File: config.mk
export PLATFORM = sky130hd
export DESIGN_NAME = bicr_ctrl_regs
export DESIGN_NICKNAME = d
export VERILOG_FILES = /design/src/verilog/bicr_pkg.sv /design/src/verilog/bicr_ctrl_regs.sv /design/src/verilog/bicr_glitch_filter.sv
export SDC_FILE = /design/constraint.sdc
export NUM_CORES = 1
export LEC_CHECK = 0
export BUFFER_PORTS_ARGS = -buffer_cell sky130_fd_sc_hd__buf_2
export CAP_MARGIN = 20
export CORE_MARGIN = 5
export CORE_UTILIZATION = 37
export CTS_BUF_LIST = sky130_fd_sc_hd__clkbuf_4
export DETAILED_ROUTE_END_ITERATION = 7
export PLACE_DENSITY_LB_ADDON = 0.3
export SYNTH_ARGS = -nofsm -noshare
export SYNTH_HDL_FRONTEND = slang
export SYNTH_SLANG_ARGS = --single-unit
File: constraint.sdc
create_clock -name core_clk -period 18.8 [get_ports core_clk]
set_clock_uncertainty 0.05 [all_clocks]
set_input_delay 3.76 -clock core_clk [delete_from_list [all_inputs] [get_ports core_clk]]
set_output_delay 3.76 -clock core_clk [all_outputs]
set_load 0.005 [all_outputs]
File: src/verilog/bicr_pkg.sv
/*
  Shared constants and types for the self-test clock, bus-level, watchdog and local bus control register slice.
  Assumes a single 250 MHz core clock and a decoded byte-wide register access port.
*/
`default_nettype none
package bicr_pkg;
  localparam logic [7:0] SELF_TEST_OFF  = 8'h14;
  localparam logic [7:0] LEVEL_OFF      = 8'h15;
  localparam logic [7:0] WATCHDOG_OFF   = 8'h16;
  localparam logic [7:0] LOCAL_BUS_OFF  = 8'h17;
  localparam logic [7:0] SELF_TEST_RST  = 8'h00;
  localparam logic [7:0] LEVEL_RST      = 8'h01;
  localparam logic [7:0] WATCHDOG_RST   = 8'hfe;
  localparam logic [7:0] LOCAL_BUS_RST  = 8'h1e;
  localparam logic [7:0] LEVEL_SET_KEY  = 8'hb5;
  localparam logic [7:0] LEVEL_CLR_KEY  = 8'hb6;
  localparam int         ST_EN_BIT      = 0;
  localparam int         OSC_LSB        = 1;
  localparam int         WD_DIS_BIT     = 0;
  localparam int         WD_TO_LSB      = 1;
  localparam int         PASS_ALL_BIT   = 7;
  localparam int         HOLD_LSB       = 4;
  localparam int         FILT_LSB       = 0;
  localparam int         CLK_PERIOD_PS  = 4000;
  localparam int         WD_STEP_MS     = 2;
  localparam int         HOLD_STEP_NS   = 40;
  localparam int         FILT_STEP_NS   = 5;
  localparam int         WD_UNIT_CYC    = WD_STEP_MS * 1000000000 / CLK_PERIOD_PS;
  localparam int         HOLD_STEP_CYC  = (HOLD_STEP_NS * 1000 + CLK_PERIOD_PS - 1) / CLK_PERIOD_PS;
  localparam int         HOLD_MAX_CYC   = 7 * HOLD_STEP_CYC;

  typedef enum logic [1:0] {
    OSC_PIXEL = 2'h0,
    OSC_50    = 2'h1,
    OSC_100   = 2'h2,
    OSC_25    = 2'h3
  } bicr_osc_t;

  typedef enum logic [1:0] {
    WD_IDLE  = 2'h0,
    WD_RUN   = 2'h1,
    WD_ABORT = 2'h3
  } bicr_wd_state_t;

  typedef struct packed {
    logic       wr;
    logic       rd;
    logic [7:0] addr;
    logic [7:0] wdata;
  } bicr_reg_req_t;

  typedef struct packed {
    logic       valid;
    logic [6:0] id;
  } bicr_target_t;

  // Least time: filter depth rounds up to whole cycles
  function automatic logic [4:0] filt_cycles(input logic [3:0] depth);
    int ps;
    ps = int'(depth) * FILT_STEP_NS * 1000;
    filt_cycles = 5'((ps + CLK_PERIOD_PS - 1) / CLK_PERIOD_PS);
  endfunction : filt_cycles
endpackage : bicr_pkg
`default_nettype wire
File: src/verilog/bicr_ctrl_regs.sv
/*
  Register slice: self-test clock source, bus level select, control channel watchdog, local bus control.
  Assumes the serial control bus engine delivers decoded byte accesses on the same clock, and that
  transaction activity and target IDs come from logic on core_clk.
*/
//
// Behaviour
// - Functional oscillator frequency follows the two-bit source field when pixel clock absent.
// - In self-test the same field picks pixel clock, 50, 100 or 25 MHz.
// - Bit 0 of self-test register reads self-test state, default disabled.
// - Level select loads from strap after reset: low gives 3.3V, high 1.8V.
// - Level register reads 1 for 3.3V signalling, 0 for 1.8V.
// - Only write 0xb5 sets level select, only 0xb6 clears it.
// - Enabled watchdog aborts a channel transaction exceeding the programmed timeout.
// - Timeout is bits 7:1 in 2 ms steps, reset value from 0xfe.
// - Watchdog bit 0: 0 runs the timer, 1 disables it.
// - Pass-all clear forwards only remote deserializer or remote target IDs.
// - Pass-all set forwards every ID except the serializer's own.
// - SDA input held relative to SCL by bits 6:4 in 40 ns steps.
// - Glitches on SCL and SDA up to filter depth, 5 ns steps, rejected.
`default_nettype none
module bicr_ctrl_regs #(
  parameter int WD_UNIT_CYCLES = bicr_pkg::WD_UNIT_CYC // Cycles per watchdog step
) (
  input  wire logic                    core_clk,      // 250 MHz core clock
  input  wire logic                    rst_n,         // Synchronous reset
  input  wire bicr_pkg::bicr_reg_req_t reg_req,       // Decoded register access
  output logic [7:0]                   reg_rdata,     // Read data, one cycle after rd
  input  wire logic                    pclk_present,  // Pixel clock detected
  input  wire logic                    fwd_osc_ctrl,  // Oscillator-in-functional-mode control bit
  input  wire logic                    self_test_req, // Self-test enable pin
  input  wire logic                    io_level_strap_pin, // Level strap pin
  output logic                         io_level_select,    // 1: 3.3V, 0: 1.8V
  output bicr_pkg::bicr_osc_t          oscillator_source_select, // Frame clock choice
  output logic                         osc_run,       // Oscillator clock in use
  input  wire logic                    txn_active,    // Channel transaction in flight
  output logic                         wd_abort,      // One-cycle abort pulse
  input  wire bicr_pkg::bicr_target_t  target,        // Target ID of local access
  input  wire logic [6:0]              own_id,        // Serializer target ID
  input  wire logic [6:0]              remote_deser_id, // Remote deserializer ID
  input  wire logic [6:0]              remote_target_id, // Remote target ID
  output logic                         fwd_go,        // Forward access, pulse
  output logic                         fwd_drop,      // Keep access local, pulse
  input  wire logic                    scl_raw,       // SCL pin
  input  wire logic                    sda_raw,       // SDA pin
  output logic                         scl_clean,     // Filtered SCL
  output logic                         sda_clean      // Filtered, held SDA
);
  typedef struct packed {
    logic [1:0]                   osc_fld;
    logic                         st_en;
    logic                         level;
    logic [7:0]                   wd_reg;
    logic [7:0]                   lbc_reg;
    logic [7:0]                   rdata;
    logic [2:0]                   strap_s;
    logic [2:0]                   st_s;
    logic [2:0]                   strap_age;
    logic                         strap_done;
    bicr_pkg::bicr_wd_state_t     wd_st;
    logic [31:0]                  pre;
    logic [6:0]                   units;
    logic                         abort;
    logic                         go;
    logic                         drop;
    bicr_pkg::bicr_osc_t          osc;
    logic                         osc_on;
    logic [bicr_pkg::HOLD_MAX_CYC-1:0] sda_line;
    logic                         scl_o;
    logic                         sda_o;
  } bicr_state_t;

  bicr_state_t s_q;
  bicr_state_t s_d;
  logic        scl_f;
  logic        sda_f;
  logic [6:0]  wd_timeout;
  logic [2:0]  hold_fld;

  assign wd_timeout = s_q.wd_reg[bicr_pkg::WD_TO_LSB +: 7];
  assign hold_fld   = s_q.lbc_reg[bicr_pkg::HOLD_LSB +: 3];

  ////////////////////////////////////////////////////////////////////////////////
  bicr_glitch_filter u_scl_filt (
    .core_clk (core_clk),
    .rst_n    (rst_n),
    .line_raw (scl_raw),
    .depth    (s_q.lbc_reg[bicr_pkg::FILT_LSB +: 4]),
    .line_out (scl_f)
  );

  bicr_glitch_filter u_sda_filt (
    .core_clk (core_clk),
    .rst_n    (rst_n),
    .line_raw (sda_raw),
    .depth    (s_q.lbc_reg[bicr_pkg::FILT_LSB +: 4]),
    .line_out (sda_f)
  );

  ////////////////////////////////////////////////////////////////////////////////
  always_comb
  begin
    s_d         = s_q;
    s_d.abort   = 1'b0;
    s_d.go      = 1'b0;
    s_d.drop    = 1'b0;
    s_d.strap_s = {s_q.strap_s[1:0], io_level_strap_pin};
    s_d.st_s    = {s_q.st_s[1:0], self_test_req};
    s_d.strap_age = {s_q.strap_age[1:0], 1'b1};

    // Self-test follows the pin once the last two stages agree
    if (s_q.st_s[1] == s_q.st_s[2])
      s_d.st_en = s_q.st_s[2];

    // Strap is caught once, only after the synchroniser has flushed its reset zeros
    if (!s_q.strap_done && s_q.strap_age[2] && (s_q.strap_s[1] == s_q.strap_s[2]))
    begin
      s_d.level      = ~s_q.strap_s[2];
      s_d.strap_done = 1'b1;
    end

    // Register writes
    if (reg_req.wr)
    begin
      unique case (reg_req.addr)
        bicr_pkg::SELF_TEST_OFF: s_d.osc_fld = reg_req.wdata[bicr_pkg::OSC_LSB +: 2];
        bicr_pkg::LEVEL_OFF:
        begin
          if (reg_req.wdata == bicr_pkg::LEVEL_SET_KEY)
            s_d.level = 1'b1;
          else if (reg_req.wdata == bicr_pkg::LEVEL_CLR_KEY)
            s_d.level = 1'b0;
        end
        bicr_pkg::WATCHDOG_OFF:  s_d.wd_reg  = reg_req.wdata;
        bicr_pkg::LOCAL_BUS_OFF: s_d.lbc_reg = reg_req.wdata;
        default: ;
      endcase
    end

    // Register reads; unmapped offsets read zero
    if (reg_req.rd)
    begin
      unique case (reg_req.addr)
        bicr_pkg::SELF_TEST_OFF: s_d.rdata = {5'h00, s_q.osc_fld, s_q.st_en};
        bicr_pkg::LEVEL_OFF:     s_d.rdata = {7'h00, s_q.level};
        bicr_pkg::WATCHDOG_OFF:  s_d.rdata = s_q.wd_reg;
        bicr_pkg::LOCAL_BUS_OFF: s_d.rdata = s_q.lbc_reg;
        default:                 s_d.rdata = 8'h00;
      endcase
    end

    // Clock source; code 00 outside self-test still means 50 MHz
    s_d.osc_on = s_q.st_en ? (s_q.osc_fld != 2'h0) : (!pclk_present && fwd_osc_ctrl);
    if (s_q.st_en)
      s_d.osc = bicr_pkg::bicr_osc_t'(s_q.osc_fld);
    else if (s_q.osc_fld == 2'h0)
      s_d.osc = bicr_pkg::OSC_50;
    else
      s_d.osc = bicr_pkg::bicr_osc_t'(s_q.osc_fld);

    // Watchdog; a zero timeout aborts after the first step
    unique case (s_q.wd_st)
      bicr_pkg::WD_IDLE:
      begin
        s_d.pre   = 32'h0;
        s_d.units = 7'h00;
        if (txn_active && !s_q.wd_reg[bicr_pkg::WD_DIS_BIT])
          s_d.wd_st = bicr_pkg::WD_RUN;
      end
      bicr_pkg::WD_RUN:
      begin
        if (!txn_active || s_q.wd_reg[bicr_pkg::WD_DIS_BIT])
          s_d.wd_st = bicr_pkg::WD_IDLE;
        else if (s_q.pre == 32'(WD_UNIT_CYCLES - 1))
        begin
          s_d.pre   = 32'h0;
          s_d.units = s_q.units + 7'h01;
          if ((s_q.units + 7'h01) >= wd_timeout)
          begin
            s_d.abort = 1'b1;
            s_d.wd_st = bicr_pkg::WD_ABORT;
          end
        end
        else
          s_d.pre = s_q.pre + 32'h1;
      end
      bicr_pkg::WD_ABORT:
      begin
        if (!txn_active)
          s_d.wd_st = bicr_pkg::WD_IDLE;
      end
      default: s_d.wd_st = bicr_pkg::WD_IDLE;
    endcase

    // Forwarding decision
    if (target.valid)
    begin
      if (target.id == own_id)
        s_d.drop = 1'b1;
      else if (s_q.lbc_reg[bicr_pkg::PASS_ALL_BIT])
        s_d.go = 1'b1;
      else if ((target.id == remote_deser_id) || (target.id == remote_target_id))
        s_d.go = 1'b1;
      else
        s_d.drop = 1'b1;
    end

    // SDA hold line, a tap per 40 ns step
    s_d.sda_line = {s_q.sda_line[bicr_pkg::HOLD_MAX_CYC-2:0], sda_f};
    s_d.scl_o    = scl_f;
    if (hold_fld == 3'h0)
      s_d.sda_o = sda_f;
    else
      s_d.sda_o = s_q.sda_line[int'(hold_fld) * bicr_pkg::HOLD_STEP_CYC - 1];
  end

  always_ff @(posedge core_clk)
  begin
    if (!rst_n)
    begin
      s_q            <= '0;
      s_q.osc_fld    <= bicr_pkg::SELF_TEST_RST[bicr_pkg::OSC_LSB +: 2];
      s_q.st_en      <= bicr_pkg::SELF_TEST_RST[bicr_pkg::ST_EN_BIT];
      s_q.level      <= bicr_pkg::LEVEL_RST[0];
      s_q.wd_reg     <= bicr_pkg::WATCHDOG_RST;
      s_q.lbc_reg    <= bicr_pkg::LOCAL_BUS_RST;
      s_q.osc        <= bicr_pkg::OSC_50;
      s_q.sda_line   <= '1;
      s_q.scl_o      <= 1'b1;
      s_q.sda_o      <= 1'b1;
      s_q.wd_st      <= bicr_pkg::WD_IDLE;
    end
    else
      s_q <= s_d;
  end

  assign reg_rdata                = s_q.rdata;
  assign io_level_select          = s_q.level;
  assign oscillator_source_select = s_q.osc;
  assign osc_run                  = s_q.osc_on;
  assign wd_abort                 = s_q.abort;
  assign fwd_go                   = s_q.go;
  assign fwd_drop                 = s_q.drop;
  assign scl_clean                = s_q.scl_o;
  assign sda_clean                = s_q.sda_o;
endmodule : bicr_ctrl_regs
`default_nettype wire

File: src/verilog/bicr_glitch_filter.sv
/*
  One bus input line: three-stage synchroniser and programmable glitch rejection.
  Assumes the raw line is asynchronous to core_clk.
*/
`default_nettype none
module bicr_glitch_filter (
  input  wire logic       core_clk, // Core clock
  input  wire logic       rst_n,    // Synchronous reset
  input  wire logic       line_raw, // Pin level
  input  wire logic [3:0] depth,    // Filter depth, 5 ns steps
  output logic            line_out  // Filtered level
);
  typedef struct packed {
    logic [2:0] sync;
    logic [4:0] cnt;
    logic       out;
  } bicr_filt_state_t;

  bicr_filt_state_t s_q;
  bicr_filt_state_t s_d;

  always_comb
  begin
    s_d      = s_q;
    s_d.sync = {s_q.sync[1:0], line_raw};
    // Only stages 1 and 2 are looked at; stage 0 may be metastable
    if ((s_q.sync[1] != s_q.sync[2]) || (s_q.sync[2] == s_q.out))
      s_d.cnt = 5'h00;
    else if (s_q.cnt >= bicr_pkg::filt_cycles(depth))
    begin
      s_d.out = s_q.sync[2];
      s_d.cnt = 5'h00;
    end
    else
      s_d.cnt = s_q.cnt + 5'h01;
  end

  always_ff @(posedge core_clk)
  begin
    if (!rst_n)
      s_q <= '{sync: 3'h7, cnt: 5'h00, out: 1'b1};
    else
      s_q <= s_d;
  end

  assign line_out = s_q.out;
endmodule : bicr_glitch_filter
`default_nettype wire

# After elaboration in Yosys (flattened, before gate mapping)
# Index checks and enable logic that the tools add are counted.
[classes]
addsub = 7
n_mul = 3
n_div = 1
n_lt_le_gt_ge = 4
n_eq_ne = 24
shift = 0
mux = 36
bitwise = 7
reduce_logical = 30
[ops]
columns = ["op", "count"]
rows = [
  ["$mux 121", 1],
  ["$pmux 39 s2", 1],
  ["$mux 40", 1],
  ["$add 32x1->32 const B", 1],
  ["$add 32x13->32 const B", 1],
  ["$div 32x13->32 const B", 1],
  ["$eq 32x19->1 const B", 1],
  ["$eq 8x5->1 const B", 4],
  ["$mul 32x8->29 const B", 1],
  ["$mux 32", 1],
  ["$pmux 8 s4", 1],
  ["$sub 32x2->32 const B", 1],
  ["$mux 8", 3],
  ["$eq 7x7->1", 3],
  ["$mux 1", 17],
  ["$mux 17", 1],
  ["$eq 8x8->1 const B", 2],
  ["$mux 2", 8],
  ["$reduce_and 2->1", 7],
  ["$add 5x1->5 const B", 2],
  ["$ge 5x5->1", 2],
  ["$lt 8x9->1 const B", 1],
  ["$reduce_or 3->1", 3],
  ["$ne 2x2->1 const B", 4],
  ["22 further kinds", 44],
]
[totals]
register_bits = 175
latch_bits = 0
ramBits = 0
rom_bits = 0
output_inout_bits = 17
mem_count = 0

# Logic depth before layout (Yosys ltp)
# Gate-level depths: netlist of run 1.
[depth]
ltp_word = 8
mapped_depth = 52
mapped_depth_nobuf = 49

# Modules after synthesis
# From an unflattened synthesis of run 1, not the netlist that was laid out.
[unflattened]
hier_cells = 1628
hier_area_um2 = 14192.4
[modules_own_cells]
columns = ["module", "instances", "cells_per_inst", "area_per_inst_um2"]
rows = [
  ["bicr_ctrl_regs", 1, 670, 6572.6],
  ["bicr_glitch_filter (u_scl_filt)", 1, 544, 4401.7],
  ["bicr_glitch_filter (u_sda_filt)", 1, 414, 3218.1],
]

# Least setup slack after synthesis of run 1
# OpenSTA, ideal clock, no wires.
[synth_path]
path_type = "register -> register"
startpoint = "register s_q[137] (netlist bit)"
endpoint = "register u_scl_filt.s_q (netlist bit u_scl_filt.line_out)"
arrival_ns = 11.276
setup_slack_ns = 7.344
stages_incl_launch_ff = 50
period_less_slack_ns = 11.456
path_cell_list = "dfxtp_1 ha_1 ha_1 inv_1 fa_1 inv_1 ha_1 xnor2_1 fa_1 inv_1 fa_1 inv_1 fa_1 inv_1 ha_1 or2_2 a41o_1 xor2_2 (+14 left out) buf_6 o211a_4 nor3_1 or4_4 nand3_2 o22ai_1 a22o_1 a211o_1 ha_1 nand2b_1 a21oi_1 nor2b_1 o21ai_0 nand2b_1 a21oi_1 nor2b_1 o22ai_1 nand2_1"
[synth_between]
elab_chain_len = 7
[synth_rtl]
columns = ["item", "line", "source"]
rows = [
  ["from (decl)", "bicr_ctrl_regs.sv:73", "bicr_state_t s_q;"],
  ["$mul 4x3->7", "bicr_pkg.sv:60", "ps = int'(depth) * FILT_STEP_NS * 1000;"],
  ["$mul 32x8->29", "bicr_pkg.sv:60", ""],
  ["$add 32x13->32", "bicr_pkg.sv:61", "filt_cycles = 5'((ps + CLK_PERIOD_PS - 1) / CLK_PERIOD_PS);"],
  ["$sub 32x2->32", "bicr_pkg.sv:61", ""],
  ["$div 32x13->32", "bicr_pkg.sv:61", ""],
  ["$ge 5x5->1", "bicr_glitch_filter.sv:29", "else if (s_q.cnt >= bicr_pkg::filt_cycles(depth))"],
  ["$reduce_and 2->1 (no line)", "-", ""],
  ["to (signal assigned)", "bicr_glitch_filter.sv:41", "s_q <= '{sync: 3'h7, cnt: 5'h00, out: 1'b1};"],
  ["to (decl)", "bicr_glitch_filter.sv:19", "bicr_filt_state_t s_q;"],
]
# Every way passes these cells.
# A chain may end at the register's enable or synchronous reset.

# Final worst setup path of run 1
# Same ends and word-level chain as after synthesis.

==> results of run 1 <==
[synth_stat cells, drive strengths merged (4+ instances only)]
cell	instances
and3	21
o221ai	4
a41oi	4
fa	17
dfxtp	175
a22oi	11
or4	4
nor2b	8
o2111ai	5
a211o	9
nor4	14
inv	55
a21o	14
a211oi	17
nand4	18
nor2	102
a311oi	7
a221oi	4
nand3	54
xnor2	54
clkbuf	32
or3	12
xor2	41
o211ai	30
buf	24
o211a	5
o31ai	7
or2	9
a31oi	20
mux2	4
o21a	8
o21ai	62
ha	74
and4	6
nand2b	93
a31o	5
mux2i	20
nand2	111
mux4	11
a21oi	82
and2	27
o22ai	6
o41ai	4
nor3	33
[routing by layer]
layer  wire length, µm  vias to the layer above  part of all wire  track usage
met1             12770                     4679              0.48       0.1989
met3              1024                       39             0.038      0.02457
li1                  -                     4976                 -            -
met4               410                        2             0.015      0.03896
met2             12550                      193              0.47       0.2451
met5                 7                        -           0.00026            0
[stage by stage]
stage	instance area (µm²)	power, mW	setup WS (ps)	instances
after floorplan	11730	0.5916	7344	1360
after global placement	12360	0.6414	6057	1784
after detailed placement	12360	0.6441	5809	1784
after CTS	12640	0.8550	5762	1815
after global routing	12640	0.9026	4583	1816
final	12640	0.8488	5641	1816
[worst paths after layout]
kind         slack (ps)  depth (start not counted)                  end  startpoint
min reg2reg         370                          1              s_d[60]     s_d[59]
max reg2reg        5640                         48  u_scl_filt.line_out    s_q[137]
min                 370                          1              s_d[60]     s_d[59]
max                5640                         48  u_scl_filt.line_out    s_q[137]
[kinds of logic after synthesis]
| logic type | Yosys count | share of synthesized area |
|---|---|---|
| mux | 35 | 0.04404 |
| xor+xnor | 95 | 0.07156 |
| flops | 175 | 0.2986 |
| buf+inv | 112 | 0.04191 |
| simple gates | 526 | 0.2344 |
| fa+ha+maj | 91 | 0.1079 |
| compound gates | 326 | 0.2016 |
[power by group through the flow]
stage	registers, mW	logic, mW	clock network (mW)
global placement	0.382	0.259	0
global route	0.375	0.295	0.233
CTS	0.374	0.263	0.217
floorplan	0.382	0.210	0
finish	0.374	0.267	0.208
detailed placement	0.382	0.262	0
[worst reg2reg max path: cells and delay by family (launching register included)]
| family | cells | cell delay (ps) |
|---|---|---|
| AO/OA/AOI/OAI | 20 | 5030 |
| adder cells (fa/ha/maj) | 9 | 3420 |
| AND/OR/NAND/NOR | 9 | 1870 |
| XOR/XNOR | 2 | 1010 |
| multiplexers | 2 | 620 |
| flip-flops | 1 | 590 |
| buffers and inverters | 6 | 460 |
[state kept, by name (all words and copies together) (netlist names), 2 cells and up]
name	cells
reg_rdata	8
u_scl_filt.s_q	6
hold_fld	3
oscillator_source_select	2
u_scl_filt.s_d	2
s_q	62
u_sda_filt.s_d	2
u_sda_filt.s_q	6
s_d	75
[cell type report]
type,instances,share of cell area
repair buffers,78,0.03227
clock buffers,18,0.01069
diodes,1,0.0001980
clock inverters,13,0.01109
inverters,56,0.01663
flip-flops and latches,175,0.2772
well taps,402,0.03979
multi-input cells,1073,0.6122
==> flow_summary.toml, run 1 <==
[sta]
fmax_mhz = 75.99
hold_viol_final = 0
fin_crit_ps = 13160
finalCritPeriodShare = 0.6999
rsz0062_at_grt = "no"
setup_viol = 0
whs_ps = 369.8
final-max-slew-violation-count = 0
relSlewSlack = 0.3146
finalSetupTns_ps = 0
worst_slew_pin_slew_ps = 1021

[logic_synthesis]
ys_warn_count = 0
syn_inst = 1360
synth-seq-cells = 175
synthDistinctLibCells = 102
synth_area_mm2 = 0.01173
synth.area.top_cells = "dfxtp_1, ha_1, nand2b_1"
synth_edf_count = 0
synthArstFlopShare = 0
syn_nets = 1507
syn_avg_cell_area_um2 = 8.627
synth_top_area_frac = 0.2986
synth_seq_area_share = 0.2986
synth_top_flop_cell = "dfxtp_1"
yosys.area.top_type = "dfxtp_1"

[cells_and_area]
final_common_cell = "dfxtp_1"
fin_util = 0.4026
seqCellArea_mm2 = 0.003503
areaGrowthSynthToFinish_pct = 7.731
mostFrequentLayoutCells = "dfxtp_1, nand2_1, nor2_1"
multi_input_area_mm2 = 0.007737
nets = 1548
drive_above_1_share = 0.1267
n_fill_cell = 3203

[critical_path]
startpoint_type = "register"
crit_arrival_ps = 13550
cp_data_required_time_ps = 19190
path_buf_inv = 6
crit_slowest_cell = "xor2_1"
criticalPathCategory = "reg2reg"
worstPathMaxFanout = 17
critPathCaptureType = "register"
critical-path-max-stage-delay_ps = 840
cpLargestDelayFamily = "compound AO/OA/AOI/OAI gates"

[pwr]
seqPwrFrac = 0.441
powerDensity_mw_per_mm2 = 67.15
intPower_uw = 552.7
ir_drop_mv = 0.03997
p_sw_frac = 0.3488
p_clk_frac = 0.245
comb_power_share = 0.314
p_sw_uw = 296.0
total_leakage_power_nw = 4.952

[clocking]
cts_tree = "built"
hold_buffers = 0
ctsRootBufferMaster = "clkbuf_4"
cts_setup_buffers = 0
htreeDepth = 4
cts.sink_count = 175
clkTransAtPathRegs_ps = 140
clk_latency_ps = 560
cts.repair.resized = 0
cts_buffers = 17
clockBufferDepth = 2

[floorplanning]
core_area_mm2 = 0.03139
dieArea_mm2 = 0.03537
ioPinCount = 73
start_util = 0.3737
floorplan.rows = 65
die_w_um = 188.1
die_y_um = 188.1

[worst_hold_path]
holdCritPathClass = "reg2reg"

[outcome]
outcome = "complete, no violations"

[place]
place_congestion = 0.8689
dpl.hpwl_um = 20320
numPortBuffers = 72

[drt]
ant_nets = 0
drt_iter0_drc = 655
drt_first_pass_iters = 5
vias = 9889
drc = 0
wl_um = 26760
vias_per_cell = 5.445
wl_per_cell_um = 14.74

[global_route]
first_global_vias = 9234
grt_max_degree = 83
grt_pass1_wl_um = 44840
grt_overflow = 0
grt.total_usage = 0.1474
antenna_found_initial = 2

[flow_run]
drv_cap = 0
Power figures use the tool's default switching activity.
==> run 2: changes to the inputs <==
- clock period: 18.8 -> 10.9 ns (I/O delays scaled with it)
==> flow_summary.toml, run 2 (synthesis gave the netlist of run 1 again) <==
[clocking]
ctsRootBufferMaster = "clkbuf_4"
cts.sink_count = 175
clkTransAtPathRegs_ps = 150
cts_buffers = 17
htreeDepth = 4
clockBufferDepth = 2
clk_latency_ps = 560
cts_tree = "built"
hold_buffers = 0

[outcome]
outcome = "finished, violations left"
violations = "negative setup slack"

[drt]
wl_um = 28670
drt_iter0_drc = 540
vias_per_cell = 5.247
drt_first_pass_iters = 5
ant_nets = 0
wl_per_cell_um = 14.36
drc = 0
vias = 10480

[pwr]
p_sw_frac = 0.3603
p_clk_frac = 0.209
ir_drop_mv = 0.1049
total_leakage_power_nw = 5.909
seqPwrFrac = 0.377
intPower_mw = 1.095
p_sw_uw = 616.6
comb_power_share = 0.414
powerDensity_mw_per_mm2 = 117.4

[sta]
finalCritPeriodShare = 1.017
setup_ws_ps = -182.1
setup_viol = 12
relSlewSlack = 0.3488
whs_ps = 372.9
final-max-slew-violation-count = 0
worst_slew_pin_slew_ps = 973.5
finalSetupTns_ps = -1667
fmax_mhz = 90.24
rsz0062_at_grt = "yes"
hold_viol_final = 0
fin_crit_ps = 11080

[cells_and_area]
final_common_cell = "buf_4"
n_fill_cell = 3052
mostFrequentLayoutCells = "buf_4, dfxtp_1, nand2_1"
areaGrowthSynthToFinish_pct = 24.24
drive_above_1_share = 0.2698
nets = 1728
largest_reg_flops = 75

[floorplanning]
die_w_um = 188.1
floorplan.rows = 65
start_util = 0.3737
core_area_mm2 = 0.03139
die_y_um = 188.1
dieArea_mm2 = 0.03537
ioPinCount = 73

[critical_path]
timing.rr.start = "s_q[138]"
crit_slowest_cell = "fa_2"
crit_arrival_ps = 11490
cp-startpoint = "s_q[138]"
critPathCaptureType = "register"
rrSetupSlack_ps = -180
critical-path-max-stage-delay_ps = 560
crit_path_end = "u_sda_filt.line_out"
cp_data_required_time_ps = 11300
startpoint_type = "register"
reg2reg_to = "u_sda_filt.line_out"
worstPathMaxFanout = 7
worstRegToRegCells = 50
criticalPathCategory = "reg2reg"

[place]
place_congestion = 0.8785
numPortBuffers = 72
dpl.hpwl_um = 22220
place_ws_ps = -494.0

[global_route]
grt.total_usage = 0.1612
antenna_found_initial = 2
grt_pass1_wl_um = 49290
grt_overflow = 0
grt_max_degree = 80
first_global_vias = 10290

[flow_run]
drv_cap = 0

[worst_hold_path]
holdCritPathClass = "reg2reg"
hold_depth = 1
==> run 2: power groups by stage <==
stage                     sequential [mW]  combinational [mW]  clock [mW]
final                               0.645               0.708       0.358
after global routing                0.646               0.772       0.397
after CTS                           0.645               0.663       0.372
after detailed placement            0.659               0.619           0
after global placement              0.659               0.614           0
after floorplan                     0.659               0.379           0
==> run 2: worst max-delay path: cells and delay by family, from the launching register on <==
family / cells / cell delay (ps)
compound gates: 21 / 4730
xor+xnor: 1 / 130
simple gates: 9 / 1460
buf+inv: 8 / 550
fa+ha+maj: 9 / 3150
mux: 2 / 510
flops: 1 / 380
==> run 2: how the worst min path moves through the flow <==
stage	start	to	slack, ps
2_1_floorplan	s_d[9]	s_d[10]	340
3_3_place_gp	s_d[45]	s_d[46]	340
3_5_place_dp	s_d[53]	s_d[54]	340
4_1_cts	s_d[49]	s_d[50]	380
5_1_grt	s_d[67]	s_d[68]	390
6_report	s_d[49]	s_d[50]	370
==> run 2: routing by layer <==
layer	GRT usage	wire (µm)	vias to the layer above
met5	0	7	-
met4	0.04037	434	2
met3	0.01992	925	35
met2	0.2690	13680	178
met1	0.2223	13630	4922
li1	-	-	5341
==> run 2: final cells by class <==
cell class | count | area (µm²) | share of cell area
clock inverter | 15 | 163.9 | 0.01124
tap | 402 | 503.0 | 0.03451
sequential | 175 | 3510 | 0.2408
inverter | 56 | 212.7 | 0.01459
multi-input combinational | 1073 | 8283 | 0.5682
clock buffer | 17 | 127.6 | 0.008755
timing repair buffer | 258 | 1774 | 0.1217
antenna | 1 | 2.502 | 0.0001717
==> run 2: repair_timing <==
action	in CTS	in global routing
endpoints found under the setup margin	12	12
pin swaps	40	26
resized for setup	42	23
setup buffers	10	12
==> run 2: stage by stage <==
step / cell area (µm²) / utilization / total power [mW] / std cells
after floorplan: 11950 / - / 1.038 / 1360
after global placement: 13780 / 0.4390 / 1.273 / 1944
after detailed placement: 13780 / 0.4390 / 1.278 / 1944
after CTS: 14360 / 0.4574 / 1.680 / 1985
after global routing: 14580 / 0.4643 / 1.815 / 1997
final: 14580 / 0.4643 / 1.712 / 1997
==> run 3: changes to the inputs <==
- CTS_CLUSTER_SIZE: not set -> 14
- PLACE_DENSITY_LB_ADDON: 0.3 -> not set
==> flow_summary.toml, run 3 (synthesis gave the netlist of run 1 again) <==
[global_route]
busiest_layer = "met2"
met1_usage = 0.2238
grt.total_usage = 0.1604
grt_pass1_wl_um = 48600
use_met3 = 0.03183
grt_overflow = 0
grt_max_degree = 86
first_global_vias = 9991
antenna_found_initial = 1
grtUsageMet2 = 0.2606

[cells_and_area]
final_common_cell = "buf_4"
mostFrequentLayoutCells = "buf_4, dfxtp_1, nand2_1"
fin_util = 0.4644
nets = 1720
layout.cells.non_filler = 1988
areaGrowthSynthToFinish_pct = 24.26
diodes = 0
drive_above_1_share = 0.2680
largest_reg_flops = 75

[critical_path]
criticalPathCategory = "reg2reg"
worstRegToRegCells = 49
cpLargestDelayFamily = "compound AO/OA/AOI/OAI gates"
timing.rr.start = "s_q[138]"
startpoint_type = "register"
reg2reg_to = "u_scl_filt.s_q[3]"
crit_arrival_ps = 11680
crit_slowest_cell = "or4_4"
rrSetupSlack_ps = -340
path_buf_inv = 8
cp_data_required_time_ps = 11350
critical-path-max-stage-delay_ps = 580
critPathCaptureType = "register"
worstPathMaxFanout = 6

[floorplanning]
core_area_mm2 = 0.03139
start_util = 0.3737
ioPinCount = 73
die_w_um = 188.1
die_y_um = 188.1
dieArea_mm2 = 0.03537
floorplan.rows = 65

[drt]
vias_per_cell = 5.304
wl_um = 28980
wl_per_cell_um = 14.57
vias = 10550
drt_iter0_drc = 702
drt_first_pass_iters = 6
ant_nets = 0
drc = 0

[clocking]
hold_buffers = 0
ctsRootBufferMaster = "clkbuf_4"
clockBufferDepth = 2
cts.sink_count = 175
cts_buffers = 17
clkTransAtPathRegs_ps = 150
htreeDepth = 4
clk_latency_ps = 560
cts_tree = "built"

[outcome]
violations = "negative setup slack"
outcome = "finished, violations left"

[worst_hold_path]
whs_endpoint = "s_d[28]"
hold_path.startpoint = "s_d[27]"
holdCritPathClass = "reg2reg"
hold_depth = 1

[place]
place_ws_ps = -455.9
placed_cells = 1939
place_congestion = 0.8812
dpl.hpwl_um = 22330
numPortBuffers = 72

[sta]
finalCritPeriodShare = 1.031
setup_viol = 12
fin_crit_ps = 11240
setup_ws_ps = -335.6
worst_slew_pin_slew_ps = 1005
relSlewSlack = 0.3279
fmax_mhz = 89.00
final-max-slew-violation-count = 0
hold_viol_final = 0
rsz0062_at_grt = "yes"

[pwr]
powerDensity_mw_per_mm2 = 120.8
ir_drop_mv = 0.09019
total_leakage_power_nw = 5.870

[flow_run]
drv_cap = 0
-- run 3: cell count changes in the layout (fill, tap and decap cells not counted), moves of 3 or more --
cell       previous run  this run
buf_4               183       176
bufinv_16             0         4
inv_8                 5         1
nor2_1              101        97
nor2_2                1         5
a211oi_2              1         4
nor3_1               28        25
-- run 3: report_power, final --
part           leakage, nW  switching (mW)  internal [mW]
Sequential            1.42         0.00202          0.643
Combinational         4.28           0.366          0.336
Clock                0.173           0.228          0.186
Total                 5.87           0.597           1.16
-- run 3: worst max path at each step --
stage | startpoint | to | slack, ps | cells after the start
finish | s_q[138] | u_scl_filt.s_q[3] | -340 | 49
global route | s_q[138] | u_scl_filt.s_q[1] | -770 | 48
CTS | s_q[138] | u_scl_filt.line_out | -190 | 53
detailed placement | s_q[138] | u_scl_filt.s_q[4] | -460 | 49
global placement | s_q[138] | u_scl_filt.s_q[4] | -280 | 49
floorplan | s_q[138] | u_scl_filt.line_out | 10 | 49
-- run 3: layout make-up --
class	count	area, µm²
clock inverter	15	207.7
multi-input combinational	1073	8308
timing repair buffer	250	1710
clock buffer	17	127.6
inverter	56	212.7
fill	3034	16810
sequential	175	3510
tap	402	503.0
-- run 3: through the flow --
step | power [mW] | setup TNS [ps] | area (µm²) | hold WS [ps]
after floorplan | 1.038 | 0 | 11950 | 336.3
after global placement | 1.268 | -3196 | 13740 | 338.1
after detailed placement | 1.274 | -5211 | 13740 | 342.1
after CTS | 1.722 | -1888 | 14310 | 367.2
after global routing | 1.873 | -8700 | 14580 | 365.9
final | 1.761 | -3672 | 14580 | 360.0
-- run 3: layer usage --
metal	vias to the layer above	wire [µm]
met1	5002	13940
met2	182	13600
met3	31	1043
met5	-	7
met4	2	382
li1	5328	-
-- run 3: timing repair --
action,CTS,global route
gates resized for setup,32,39
pin swaps,11,52
setup endpoints to repair,12,12
setup buffers,8,9
